$ cat src/hw/gspc_pkg.sv
// package: register map, field layout, reset values and timing for the gauge status pin control
package gspc_pkg;

  // apb geometry
  localparam int          ADDR_W = 8;                 // byte address width seen by the block
  localparam int          DATA_W = 32;                // apb data width

  // register byte offsets
  localparam logic [7:0]  OFS_PIN_CFG    = 8'h00;     // pin_pullup_and_spike_config
  localparam logic [7:0]  OFS_PULSE_CFG  = 8'h04;     // interrupt_pulse_source_config
  localparam logic [7:0]  OFS_CTRL       = 8'h08;     // pin function, polarities, insertion detect
  localparam logic [7:0]  OFS_CMD        = 8'h0c;     // host insert/remove strobes, write only
  localparam logic [7:0]  OFS_TEMP_LIM   = 8'h10;     // charge inhibit limits and hysteresis
  localparam logic [7:0]  OFS_STATUS     = 8'h14;     // live state, read only

  // pin_pullup_and_spike_config fields
  localparam int          PC_GOOD_SPU    = 7;
  localparam int          PC_GOOD_WPU    = 6;
  localparam int          PC_LOW_SPU     = 5;
  localparam int          PC_LOW_WPU     = 4;
  localparam int          PC_SLEEP_COMP  = 2;
  localparam int          PC_SPIKE_LO    = 0;         // spike option occupies bits 1:0
  localparam logic [7:0]  PC_MASK        = 8'hf7;     // bit3 reserved
  localparam logic [7:0]  PC_RESET       = 8'h24;

  // interrupt_pulse_source_config fields
  localparam int          PS_STATE       = 5;
  localparam int          PS_OCV         = 4;
  localparam int          PS_FLASH       = 3;
  localparam int          PS_OVER_TEMP   = 2;
  localparam int          PS_FAST_CAP    = 0;
  localparam logic [7:0]  PS_MASK        = 8'h3d;     // bits 7, 6, 1 reserved
  localparam logic [7:0]  PS_RESET       = 8'h3c;

  // control register fields
  localparam int          CT_SEL_LO      = 0;         // pin_function_sel_lo
  localparam int          CT_SEL_HI      = 1;         // pin_function_sel_hi
  localparam int          CT_LOW_POL     = 2;
  localparam int          CT_GOOD_POL    = 3;
  localparam int          CT_DETECT_EN   = 4;
  localparam logic [4:0]  CT_RESET       = 5'h15;     // code 1, low pol set, good pol clear, detect on

  // command register strobes
  localparam int          CM_INSERT      = 0;
  localparam int          CM_REMOVE      = 1;

  // temperature limit register layout
  localparam int          TL_LOW_LO      = 0;
  localparam int          TL_HIGH_LO     = 8;
  localparam int          TL_HYS_LO      = 16;
  localparam logic [7:0]  TL_LOW_RESET   = 8'h00;
  localparam logic [7:0]  TL_HIGH_RESET  = 8'h2d;
  localparam logic [7:0]  TL_HYS_RESET   = 8'h05;

  // thermistor adc code treated as near 2.5 v (disconnected)
  localparam logic [11:0] ADC_OPEN_CODE  = 12'hf00;

  // timing
  localparam longint      CLK_HZ         = 40000000;
  localparam longint      POLL_PERIOD_MS = 1000;      // presence poll period
  localparam longint      POLL_CYCLES    = (POLL_PERIOD_MS * CLK_HZ) / 1000;

  // battery activity reported by the gauging core
  typedef enum logic [1:0] {
    GSPC_DISCHARGE,
    GSPC_CHARGE,
    GSPC_RELAX
  } gspc_activity_type;

  // spike voltage determination method
  typedef enum logic [1:0] {
    GSPC_SPIKE_AVERAGED,
    GSPC_SPIKE_INSTANT,
    GSPC_SPIKE_STORED_MIN,
    GSPC_SPIKE_UNUSED
  } gspc_spike_type;

  // decoded pin function code
  typedef enum logic [1:0] {
    GSPC_PFC_GAUGE_ONLY,
    GSPC_PFC_CHARGE_CTRL,
    GSPC_PFC_SHARED,
    GSPC_PFC_INVALID
  } gspc_pfc_type;

endpackage

$ cat src/hw/gspc_presence.sv
// battery presence tracker: one second poll of the detect pin or host commands
`timescale 1ns/1ps
`default_nettype none
module gspc_presence #(
  parameter int unsigned POLL_CYCLES = 40000000
) (
  // clock and reset
  input  wire logic        pclk,
  input  wire logic        presetn,
  // configuration
  input  wire logic        detect_en,
  // pin and analog sense
  input  wire logic        detect_pin_i,
  input  wire logic [11:0] therm_code,
  // host commands, one cycle strobes
  input  wire logic        insert_cmd,
  input  wire logic        remove_cmd,
  // results
  output logic             battery_detected,
  output logic             poll_tick,
  output logic             inserted
);

  // all state of the tracker
  typedef struct packed {
    logic [31:0] count;      // cycles into the current poll period
    logic        detected;   // battery present
    logic        tick;       // poll instant
    logic        ins;        // presence went from absent to present
  } gspc_pres_state_type;

  gspc_pres_state_type s_q;   // registered state
  gspc_pres_state_type s_d;   // next state

  localparam logic [31:0] LAST = 32'(POLL_CYCLES - 1);   // final count of a period

  //////////////////////////////////////////////////////////////////////////////
  // next state
  always_comb begin
    s_d      = s_q;
    s_d.tick = 1'b0;
    s_d.ins  = 1'b0;
    // free running period counter; runs whenever the part is powered
    if (s_q.count == LAST) begin
      s_d.count = 32'h0000_0000;
      s_d.tick  = 1'b1;
    end else begin
      s_d.count = s_q.count + 32'h0000_0001;
    end
    if (detect_en) begin
      // pin held high-z outside; low means a pack pulls it down
      if (s_d.tick) begin
        s_d.detected = !detect_pin_i
                       && (therm_code < gspc_pkg::ADC_OPEN_CODE);
      end
    end else begin
      // host keeps presence; insert wins if both strobes coincide
      if (insert_cmd) begin
        s_d.detected = 1'b1;
      end else if (remove_cmd) begin
        s_d.detected = 1'b0;
      end
    end
    s_d.ins = s_d.detected && !s_q.detected;
  end

  // state register
  always_ff @(posedge pclk or negedge presetn) begin
    if (!presetn) begin
      s_q <= '0;
    end else begin
      s_q <= s_d;
    end
  end

  // outputs straight from flops
  assign battery_detected = s_q.detected;
  assign poll_tick        = s_q.tick;
  assign inserted         = s_q.ins;

endmodule
`default_nettype wire

$ cat src/hw/gspc_top.sv
// top: configuration registers, status pins and temperature arrangement of the gauge
//
// Notes on behaviour
// - separate strong/weak pull-ups; low strong default on
// - sleep-wake charge compensation enable, default set
// - spike option selects averaged, instant, stored minimum
// - state-change pulse enable, default set
// - open-circuit measurement pulse enable, default set
// - flash-write pulse enable, default set
// - over-temperature pulse enable, default set
// - fast capacity update enable, default clear
// - code 0: no charge-time temperature, no charger control
// - code 1: charge-time monitoring, good pin inhibits charger
// - code 2: thermistor belongs to charger while charging
// - codes 0, 2 sample temperature only on query
// - pin function code from two bits, default 1
// - low pin follows low-charge flag, invertible polarity
// - good pin negated after insertion until voltage read
// - inhibit released only inside hysteresis band
// - detect pin high-z, low level means present
// - poll detect pin once each second
// - thermistor near 2.5 v means disconnected
// - detection off: host insert/remove set presence
// - patterns 0/0, 0/1, 1/0 give codes 0, 1, 2
// - low polarity set means active-high, default set
// - good polarity clear means active-low, default clear
`timescale 1ns/1ps
`default_nettype none
module gspc_top #(
  parameter int unsigned POLL_CYCLES = 32'(gspc_pkg::POLL_CYCLES)
) (
  // clock and reset
  input  wire logic        pclk,
  input  wire logic        presetn,
  // apb slave
  input  wire logic        psel,
  input  wire logic        penable,
  input  wire logic        pwrite,
  input  wire logic [7:0]  paddr,
  input  wire logic [31:0] pwdata,
  output logic [31:0]      prdata,
  output logic             pready,
  output logic             pslverr,
  // gauging core status
  input  wire logic        low_charge_flag,
  input  wire logic [1:0]  activity,
  input  wire logic        ocv_complete,
  input  wire logic        ocv_cmd_event,
  input  wire logic        flash_write_event,
  input  wire logic        over_temp_event,
  input  wire logic        wake_event,
  input  wire logic        temp_query,
  input  wire logic        temp_valid,
  input  wire logic [7:0]  temperature,
  input  wire logic [11:0] therm_code,
  // gauging core controls
  output logic             pulse_request,
  output logic             wake_comp_request,
  output logic [1:0]       spike_method,
  output logic             fast_capacity_update_en,
  output logic             temp_sample_request,
  output logic             temp_available,
  output logic             battery_detected,
  // status pins
  output logic             battery_low_pin,
  output logic             low_pin_strong_pullup_en,
  output logic             low_pin_weak_pullup_en,
  output logic             battery_good_pin,
  output logic             good_pin_strong_pullup_en,
  output logic             good_pin_weak_pullup_en,
  // thermistor detect pin
  input  wire logic        thermistor_detect_pin_i,
  output logic             thermistor_detect_pin_o,
  output logic             thermistor_detect_pin_oe
);

  //////////////////////////////////////////////////////////////////////////////
  // decode helpers

  // two configuration bits to pin function code
  function automatic gspc_pkg::gspc_pfc_type pfc_of(input logic [4:0] ctrl);
    logic [1:0] pat;
    pat = {ctrl[gspc_pkg::CT_SEL_HI], ctrl[gspc_pkg::CT_SEL_LO]};
    case (pat)
      2'h0:    pfc_of = gspc_pkg::GSPC_PFC_GAUGE_ONLY;
      2'h1:    pfc_of = gspc_pkg::GSPC_PFC_CHARGE_CTRL;
      2'h2:    pfc_of = gspc_pkg::GSPC_PFC_SHARED;
      default: pfc_of = gspc_pkg::GSPC_PFC_INVALID;
    endcase
  endfunction

  // spike option field to method
  function automatic gspc_pkg::gspc_spike_type spike_of(input logic [7:0] cfg);
    case (cfg[gspc_pkg::PC_SPIKE_LO +: 2])
      2'h0:    spike_of = gspc_pkg::GSPC_SPIKE_AVERAGED;
      2'h1:    spike_of = gspc_pkg::GSPC_SPIKE_INSTANT;
      2'h2:    spike_of = gspc_pkg::GSPC_SPIKE_STORED_MIN;
      default: spike_of = gspc_pkg::GSPC_SPIKE_UNUSED;
    endcase
  endfunction

  //////////////////////////////////////////////////////////////////////////////
  // state

  // every flop of the block except those inside the presence tracker
  typedef struct packed {
    logic [7:0]  pin_cfg;       // pin_pullup_and_spike_config
    logic [7:0]  pulse_cfg;     // interrupt_pulse_source_config
    logic [4:0]  ctrl;          // pin function, polarities, detect enable
    logic [7:0]  lim_low;       // charge inhibit low limit
    logic [7:0]  lim_high;      // charge inhibit high limit
    logic [7:0]  hys;           // release hysteresis
    logic [31:0] rdata;         // apb read data
    logic        ready;         // apb ready
    logic        err;           // apb error
    logic        ins_cmd;       // host insert strobe
    logic        rem_cmd;       // host remove strobe
    logic        ocv_done;      // voltage reading taken since insertion
    logic        inhibit;       // charge inhibited by temperature
    logic [1:0]  prev_act;      // activity one cycle ago
    logic        pulse;         // interrupt pulse request
    logic        wake_comp;     // compensate charge missed in sleep
    logic [1:0]  spike;         // decoded spike method
    logic        sample;        // temperature sample request
    logic        temp_avail;    // temperature data usable
    logic        low_pin;       // battery low pin level
    logic        good_pin;      // battery good pin level
    logic        therm_oe;      // thermistor bias drive
  } gspc_state_type;

  gspc_state_type s_q;   // registered state
  gspc_state_type s_d;   // next state

  // presence tracker results
  logic present;    // battery present
  logic tick;       // one second poll instant
  logic inserted;   // presence just appeared

  //////////////////////////////////////////////////////////////////////////////
  // presence tracking

  gspc_presence #(
    .POLL_CYCLES (POLL_CYCLES)
  ) u_presence (
    .pclk             (pclk),
    .presetn          (presetn),
    .detect_en        (s_q.ctrl[gspc_pkg::CT_DETECT_EN]),
    .detect_pin_i     (thermistor_detect_pin_i),
    .therm_code       (therm_code),
    .insert_cmd       (s_q.ins_cmd),
    .remove_cmd       (s_q.rem_cmd),
    .battery_detected (present),
    .poll_tick        (tick),
    .inserted         (inserted)
  );

  //////////////////////////////////////////////////////////////////////////////
  // next state
  always_comb begin
    logic                  setup;      // first access cycle, before ready is set
    logic                  commit;     // access phase completes this edge
    logic [7:0]            ofs;        // word aligned offset
    logic                  mapped;     // offset hits a register
    gspc_pkg::gspc_pfc_type pin_function_code;       // current pin function code
    logic                  charging;   // battery on charge
    logic [8:0]            t9;         // temperature widened
    logic                  out_range;  // outside inhibit limits
    logic                  in_band;    // inside release band
    logic                  good_act;   // good pin logical state
    setup     = 1'b0;
    commit    = 1'b0;
    ofs       = 8'h00;
    mapped    = 1'b0;
    pin_function_code       = pfc_of(s_q.ctrl);
    charging  = (activity == gspc_pkg::GSPC_CHARGE);
    t9        = {1'b0, temperature};
    out_range = 1'b0;
    in_band   = 1'b0;
    good_act  = 1'b0;
    s_d       = s_q;
    s_d.ins_cmd = 1'b0;
    s_d.rem_cmd = 1'b0;
    s_d.pulse   = 1'b0;
    s_d.sample  = 1'b0;
    s_d.wake_comp = 1'b0;

    // apb: one wait state, answer on the second access cycle
    setup  = psel && penable && !s_q.ready;
    commit = psel && penable && s_q.ready;
    ofs    = {paddr[7:2], 2'h0};
    case (ofs)
      gspc_pkg::OFS_PIN_CFG,
      gspc_pkg::OFS_PULSE_CFG,
      gspc_pkg::OFS_CTRL,
      gspc_pkg::OFS_CMD,
      gspc_pkg::OFS_TEMP_LIM,
      gspc_pkg::OFS_STATUS: mapped = 1'b1;
      default:              mapped = 1'b0;
    endcase
    s_d.ready = setup;
    s_d.err   = setup && !mapped;
    if (setup && !pwrite) begin
      // read data latched one cycle ahead so prdata comes from a flop
      case (ofs)
        gspc_pkg::OFS_PIN_CFG:   s_d.rdata = {24'h000000, s_q.pin_cfg};
        gspc_pkg::OFS_PULSE_CFG: s_d.rdata = {24'h000000, s_q.pulse_cfg};
        gspc_pkg::OFS_CTRL:      s_d.rdata = {27'h0000000, s_q.ctrl};
        gspc_pkg::OFS_TEMP_LIM:  s_d.rdata = {8'h00, s_q.hys, s_q.lim_high, s_q.lim_low};
        gspc_pkg::OFS_STATUS:    s_d.rdata = {22'h000000, s_q.spike, pin_function_code, s_q.temp_avail,
                                              s_q.good_pin, s_q.low_pin, s_q.inhibit,
                                              s_q.ocv_done, present};
        default:                 s_d.rdata = 32'h0000_0000;   // command reg and holes
      endcase
    end else if (commit) begin
      s_d.rdata = 32'h0000_0000;
    end
    if (commit && pwrite) begin
      case (ofs)
        // reserved bits are never stored, so they read zero
        gspc_pkg::OFS_PIN_CFG:   s_d.pin_cfg   = pwdata[7:0] & gspc_pkg::PC_MASK;
        gspc_pkg::OFS_PULSE_CFG: s_d.pulse_cfg = pwdata[7:0] & gspc_pkg::PS_MASK;
        gspc_pkg::OFS_CTRL:      s_d.ctrl      = pwdata[4:0];
        gspc_pkg::OFS_CMD: begin
          s_d.ins_cmd = pwdata[gspc_pkg::CM_INSERT];
          s_d.rem_cmd = pwdata[gspc_pkg::CM_REMOVE];
        end
        gspc_pkg::OFS_TEMP_LIM: begin
          s_d.lim_low  = pwdata[gspc_pkg::TL_LOW_LO  +: 8];
          s_d.lim_high = pwdata[gspc_pkg::TL_HIGH_LO +: 8];
          s_d.hys      = pwdata[gspc_pkg::TL_HYS_LO  +: 8];
        end
        default: begin
          // status is read only; holes ignore writes
        end
      endcase
    end

    // configuration options handed to the gauging core
    s_d.spike     = spike_of(s_q.pin_cfg);
    s_d.wake_comp = wake_event && s_q.pin_cfg[gspc_pkg::PC_SLEEP_COMP];

    // interrupt pulse sources, each gated by its enable
    s_d.prev_act = activity;
    if (s_q.pulse_cfg[gspc_pkg::PS_STATE] && (activity != s_q.prev_act)) begin
      s_d.pulse = 1'b1;
    end
    if (s_q.pulse_cfg[gspc_pkg::PS_OCV] && ocv_cmd_event) begin
      s_d.pulse = 1'b1;
    end
    if (s_q.pulse_cfg[gspc_pkg::PS_FLASH] && flash_write_event) begin
      s_d.pulse = 1'b1;
    end
    if (s_q.pulse_cfg[gspc_pkg::PS_OVER_TEMP] && over_temp_event) begin
      s_d.pulse = 1'b1;
    end

    // temperature arrangement by pin function code
    case (pin_function_code)
      gspc_pkg::GSPC_PFC_CHARGE_CTRL: begin
        // periodic sampling, also while charging
        s_d.sample     = tick || temp_query;
        s_d.temp_avail = 1'b1;
      end
      gspc_pkg::GSPC_PFC_SHARED: begin
        // charger owns the thermistor while charging
        s_d.sample     = temp_query && !charging;
        s_d.temp_avail = !charging;
      end
      default: begin
        // gauge only: sample on query, never while charging
        s_d.sample     = temp_query && !charging;
        s_d.temp_avail = !charging;
      end
    endcase

    // charge inhibit with hysteresis, only meaningful in code 1
    out_range = (t9 < {1'b0, s_q.lim_low}) || (t9 > {1'b0, s_q.lim_high});
    in_band   = (t9 >= ({1'b0, s_q.lim_low} + {1'b0, s_q.hys}))
                && ({1'b0, t9} + {1'b0, s_q.hys} <= {1'b0, s_q.lim_high});
    if (pin_function_code != gspc_pkg::GSPC_PFC_CHARGE_CTRL) begin
      s_d.inhibit = 1'b0;
    end else if (temp_valid) begin
      if (charging && out_range) begin
        s_d.inhibit = 1'b1;
      end else if (s_q.inhibit && in_band) begin
        s_d.inhibit = 1'b0;
      end
    end

    // voltage reading gate after insertion; completion wins a tie
    if (ocv_complete && present) begin
      s_d.ocv_done = 1'b1;
    end else if (inserted || !present) begin
      s_d.ocv_done = 1'b0;
    end

    // pin levels with polarity
    good_act     = present && s_q.ocv_done && !s_q.inhibit;
    s_d.good_pin = s_q.ctrl[gspc_pkg::CT_GOOD_POL] ? good_act : !good_act;
    s_d.low_pin  = s_q.ctrl[gspc_pkg::CT_LOW_POL] ? low_charge_flag
                                                   : !low_charge_flag;

    // detect pin floats while detection runs; bias only for samples otherwise
    s_d.therm_oe = !s_q.ctrl[gspc_pkg::CT_DETECT_EN] && s_d.sample;
  end

  //////////////////////////////////////////////////////////////////////////////
  // state register
  always_ff @(posedge pclk or negedge presetn) begin
    if (!presetn) begin
      s_q           <= '0;
      s_q.pin_cfg   <= gspc_pkg::PC_RESET;
      s_q.pulse_cfg <= gspc_pkg::PS_RESET;
      s_q.ctrl      <= gspc_pkg::CT_RESET;
      s_q.lim_low   <= gspc_pkg::TL_LOW_RESET;
      s_q.lim_high  <= gspc_pkg::TL_HIGH_RESET;
      s_q.hys       <= gspc_pkg::TL_HYS_RESET;
      s_q.good_pin  <= 1'b1;   // negated for active-low default
      s_q.low_pin   <= 1'b0;   // flag clear, active-high default
    end else begin
      s_q <= s_d;
    end
  end

  //////////////////////////////////////////////////////////////////////////////
  // outputs, all from flops

  // apb
  assign prdata  = s_q.rdata;
  assign pready  = s_q.ready;
  assign pslverr = s_q.err;

  // gauging core
  assign pulse_request           = s_q.pulse;
  assign wake_comp_request       = s_q.wake_comp;
  assign spike_method            = s_q.spike;
  assign fast_capacity_update_en = s_q.pulse_cfg[gspc_pkg::PS_FAST_CAP];
  assign temp_sample_request     = s_q.sample;
  assign temp_available          = s_q.temp_avail;
  assign battery_detected        = present;

  // pins and their pull-ups
  assign battery_low_pin           = s_q.low_pin;
  assign battery_good_pin          = s_q.good_pin;
  assign low_pin_strong_pullup_en  = s_q.pin_cfg[gspc_pkg::PC_LOW_SPU];
  assign low_pin_weak_pullup_en    = s_q.pin_cfg[gspc_pkg::PC_LOW_WPU];
  assign good_pin_strong_pullup_en = s_q.pin_cfg[gspc_pkg::PC_GOOD_SPU];
  assign good_pin_weak_pullup_en   = s_q.pin_cfg[gspc_pkg::PC_GOOD_WPU];
  assign thermistor_detect_pin_o   = s_q.therm_oe;
  assign thermistor_detect_pin_oe  = s_q.therm_oe;

endmodule
`default_nettype wire

$ cat config.mk
export PLATFORM = sky130hd
export DESIGN_NAME = gspc_top
export DESIGN_NICKNAME = d
export VERILOG_FILES = /design/src/hw/gspc_pkg.sv /design/src/hw/gspc_presence.sv /design/src/hw/gspc_top.sv
export SDC_FILE = /design/constraint.sdc
export NUM_CORES = 1
export LEC_CHECK = 0
export BUFFER_PORTS_ARGS = -buffer_cell sky130_fd_sc_hd__buf_2
export CORE_MARGIN = 2
export CORE_UTILIZATION = 58
export CTS_CLUSTER_SIZE = 16
export DETAILED_ROUTE_END_ITERATION = 10
export GPL_TIMING_DRIVEN = 0
export HOLD_SLACK_MARGIN = 0.1
export PLACE_DENSITY = 0.83
export SLEW_MARGIN = 30
export SYNTH_ARGS = -nofsm -noshare
export SYNTH_HDL_FRONTEND = slang
export SYNTH_SLANG_ARGS = --single-unit
$ cat constraint.sdc
create_clock -name pclk -period 4.6 [get_ports pclk]
set_clock_uncertainty 0.05 [all_clocks]
set_input_delay 0 -clock pclk [delete_from_list [all_inputs] [get_ports pclk]]
set_output_delay 0 -clock pclk [all_outputs]
set_load 0.02 [all_outputs]
* Word-level counts from Yosys, hierarchy flattened *
Index checks and enable logic that the tools add are counted.

word-level totals
  bits in registers = 125
  input port bits = 76
  logic and storage cells = 122

operators by class
  $add $sub $neg = 3
  magnitude comparators = 5
  equal/unequal tests = 14
  muxes and demuxes = 27
  reduce and logical (&&, ||, !) cells = 47

operators with widths
  kind                   number
  $pmux 24 s5            1
  $mux 32                3
  $add 32x1->32 const B  1
  $eq 32x26->1 const B   1
  $logic_and 1x1->1      21
  $add 8x8->9            2
  $mux 1                 18
  $eq 6x2->1 const B     2
  $eq 6x3->1 const B     2
  $lt 12x12->1 const B   1
  $pmux 2 s3             2
  $logic_not 1->1        10
  $reduce_and 2->1       5
  $ge 8x9->1             1
  $le 9x8->1             1
  $eq 2x1->1 const B     4
  $gt 8x8->1             1
  $lt 8x8->1             1
  $eq 6x1->1 const B     1
  $logic_not 6->1        1
  $mux 2                 3
  $reduce_bool 2->1      3
  $reduce_or 6->1        1
  $eq 2x2->1 const B     2
  5 further kinds        8

* Depth between registers and ports, before layout *
  word-level depth = 8
  depth in mapped cells = 15
  gate-level depth less buffers = 15

* Modules after synthesis *
Synthesis repeated with hierarchy kept, for this count alone.

unflattened totals
  cell total of the unflattened synthesis = 633
  area total of the unflattened synthesis = 6690.2 um^2

modules (own cells, without submodules)
  module         instances  cells an instance  area each (um^2)  sequential area each (um^2)
  gspc_top       1          461                4934.7            2072.0
  gspc_presence  1          172                1755.4            875.8

* Worst setup path after synthesis *
Ideal clock, no wire load.

  kind = register to register
  start = reg s_q[49] (netlist bit)
  end = reg s_q[11] (netlist bit)
  data arrival time = 2.716 ns
  setup slack = 1.704 ns
  cell stages (with the launch flop) = 16
  path buffers = 0
  cell sequence = dfstp_2 ha_1 inv_1 fa_1 nor2b_1 o31a_1 o21ai_0 nand2b_1 xor2_1 ha_1 nand4_1 a21oi_1 nor4_1 o31ai_1 a311oi_1 o211ai_1

between the ends
  word-level cells in the longest chain between the ends = 6
  elaborated cells between the ends (all ways) = 8
  those cells by class = 2 x add/sub; 2 x order compare; 4 x reduce/logical

RTL lines
  what                                      line                              source
  start: declaration                        gspc_top.sv:131                   gspc_state_type s_q;
  $add 8x8->9, on equally long branches     gspc_top.sv:278, gspc_top.sv:279
  $ge 8x9->1 or $le 9x8->1 (tied branches)  gspc_top.sv:278, gspc_top.sv:279
  $logic_and 1x1->1 *                       gspc_top.sv:279                   && ({1'b0, t9} + {1'b0, s_q.hys} <= {1'b0, s_q.lim_high});
  $logic_and 1x1->1 *                       gspc_top.sv:285                   end else if (s_q.inhibit && in_band) begin
  $reduce_bool 3->1 (no source line) *      -
  $reduce_and 2->1 (no source line) *       -

Mark *: on every way between the ends. The rest lies on a longest branch, timed or not.
A chain may end at the register's enable or synchronous reset.

* Final worst setup path *
Ends and elaborated chain as after synthesis.

==> results.yml <==
run_status:
  status: "completed"
worst_setup_path:
  crit_chain: "ha_1 > inv_1 > fa_1 > nor2b_1 > o31a_1 > o21ai_0 > nand2b_1 > xor2_1 > ha_1 > nand4_1 > a21oi_1 > nor4_1 > o31ai_1 > a311oi_1 > o211ai_1 > dlygate4sd3_1"
  critical_path_class: "flip-flop to flip-flop"
  crit_family: "compound AO/OA/AOI/OAI gates"
  startpoint_type: "flip-flop"
  slowest_stage: "dlygate4sd3_1"
  critPathRequiredTime_ps: 4850
  critPathMaxStageDelay_ps: 570
  cp.buffers_inverters: 2
  worstPathMaxFanout: 4
  cp-end-kind: "flip-flop"
  reg2reg_slack_ps: 710
  crit_arrival_ps: 4140
  cp_common_cell: "ha_1"
pwr:
  peakVddDrop_mv: 0.3741
  p_per_area_nw_per_um2: 311.5
  leakage_nw: 4.174
yosys:
  synth_area_leaders: "dfrtp_1 (38%), ha_1 (9.1%), dfstp_2 (6.4%)"
  synth-simple-area-share_pct: 14.37
  synthAdderAreaFrac_pct: 9.693
  synth_top_family_by_area: "simple AND/OR/NAND/NOR gates"
  yosys-mux-area-fraction_pct: 7.592
  yosys.area.top_type: "dfrtp_1"
  synth_flop_cell: "dfrtp_1"
  synthTopCellsByCount: "dfrtp_1 (101), ha_1 (48), nand2_1 (40), buf_4 (36), nor2_1 (29)"
  async_flop_share_pct: 100.0
  synth_compound_area_share_pct: 11.30
  yosysMostFrequentCell: "dfrtp_1"
  avgSynthCellArea_um2: 10.92
  synth-edff-count: 0
  synth-seq-area-share_pct: 44.60
  netlist_area_um2: 6609
  synth-xor-area-share_pct: 5.168
  synth_seq_cells: 117
  yosysUniqueCellTypes: 69
  ys_warn_count: 0
  synth_top_area_share_pct: 38.24
  synth_cells: 605
routing:
  vias_per_cell: 5.912
  first_pass_iters: 5
  ant_nets: 0
  drc: 0
  wl_um: 17580
  routedWlPerCell_um: 18.86
  vias: 5510
  drtIter0Drc: 406
floorplan:
  boundaryPins: 126
  die_w_um: 110.7
  initial_utilization_pct: 60.17
  rows: 38
  core_region_area_um2: 10980
  die_y_um: 110.7
  dieArea_um2: 12260
timing:
  min_period_ps: 3893
  slew_headroom_pct: 55.29
  holdWs_ps: 123.9
  hold_viol: 0
  worst_pin_slew_ps: 665.6
  rsz0062_at_grt: "false"
  setup_violations: 0
  setup_tns_ps: 0
  maxSlewViolCount: 0
  finalCritPeriodShare_pct: 84.64
  max_freq_mhz: 256.8
final_layout:
  final_cell_count_no_fill: 932
  seq_area_um2: 2948
  n_antenna_cell: 0
  drive_gt1_share_pct: 28.66
  multiInputGateArea_um2: 3211
  area_growth_syn_to_layout_pct: 27.85
  fill_cells: 712
  final_nets: 905
  fin_area_um2: 8449
clock_network:
  cts_buffers: 17
  cts_tree: "done"
  cts_sinks: 117
  cts_root_buf: "clkbuf_16"
  clockBufferDepth: 2
  insertion_delay_ps: 420
  htreeDepth: 4
  clk_pin_slew_worst_paths_ps: 50
  cts_resized: 0
global_routing:
  grt_max_degree: 83
  grt_pass1_vias: 5654
  grt_first_pass_wirelength_um: 28500
  overflow: 0
  antenna_found_initial: 0
  track_usage_pct: 29.73
place:
  gp_congestion: 0.8836
  port_buffers: 99
  dpl_cell_area_um2: 7343
  dp_cells: 852
  hpwl_um: 11840
run:
  maxCapViolations: 0
hold_path:
  hp-class: "primary input to flip-flop"
sequential cells by signal (all words and copies together), names as in the netlist, 2 cells and up:
register and cells:
s_q 42, spike_method 2, u_presence.s_q 32, prdata 24
cell families (layout without fill, tap and decap cells):
family          Yosys count  in the layout
xor+xnor                 39             39
compound gates          111            111
mux                      45             45
other cells               1              8
simple gates            164            164
fa+ha+maj                50             50
flops                   117            117
buf+inv                  78            258
report_power, final:
part	internal (mW)	switching, mW
combinational	0.0946	0.112
clock	0.908	0.464
sequential	1.04	0.00987
worst paths after layout:
check | start | to | cells past startpoint
max in group asynchronous | presetn | s_q[80] | 3
worst min-delay path | paddr[7] | prdata[1] | 4
worst max register to register | s_q[49] | s_q[11] | 16
worst min register to register | u_presence.s_q[3] | u_presence.s_q[3] | 1
worst max-delay path | s_q[49] | s_q[11] | 16
min in group asynchronous | presetn | s_q[62] | 2
layout by cell type (no fill, tap or decap), types with 5 or more instances in the layout:
cell and n:
nor2_1 29, inv_1 26, nor2b_1 10, nand3_1 15, dlygate4sd3_1 47, buf_2 104, ha_1 48, mux2_1 20
xor2_1 14, a211oi_1 6, conb_1 8, nand4_1 13, mux2_2 21, nor3_1 5, xnor2_1 25, and2_1 9
clkbuf_16 17, dfrtp_1 101, buf_4 36, clkbuf_1 7, a21oi_1 24, a22o_1 18, nand2_1 40, and3_1 5
o21ai_0 27, a21o_1 6, dfstp_2 16
final cells by class:
class | count | area share, %
clock inverter | 8 | 1.466
timing repair buffer | 148 | 12.11
inverter | 26 | 1.155
buffer | 52 | 4.487
tap | 140 | 2.073
sequential | 117 | 34.89
multi-input combinational | 417 | 38.00
clock buffer | 24 | 5.820
per-layer routing:
layer,vias up,global-route usage [%],wire length [µm]
met1,2694,35.51,6815
li1,2487,-,-
met4,0,13.67,588
met2,264,51.41,9014
met5,-,0,0
met3,65,6.452,1163
what timing repair did:
| action | CTS | global route |
|---|---|---|
| endpoints found under the hold margin | 173 | 0 |
| hold buffers | 48 | 0 |
| buffers inserted | 0 | 0 |
worst min-delay path, stage by stage:
cell and delay, ps:
buf_2 100, nor3_1 70, nand3_1 240, o21ai_0 130
through the flow:
step | setup slack, ps | power [mW] | util, %
floorplan | 1704 | 1.152 | -
detailed placement | 1319 | 1.238 | 66.86
global placement | 1291 | 1.226 | 66.52
finish | 706.6 | 2.632 | 76.93
global route | 514.8 | 2.716 | 76.93
CTS | 747.9 | 2.640 | 76.93
Power figures use the tool's default switching activity.
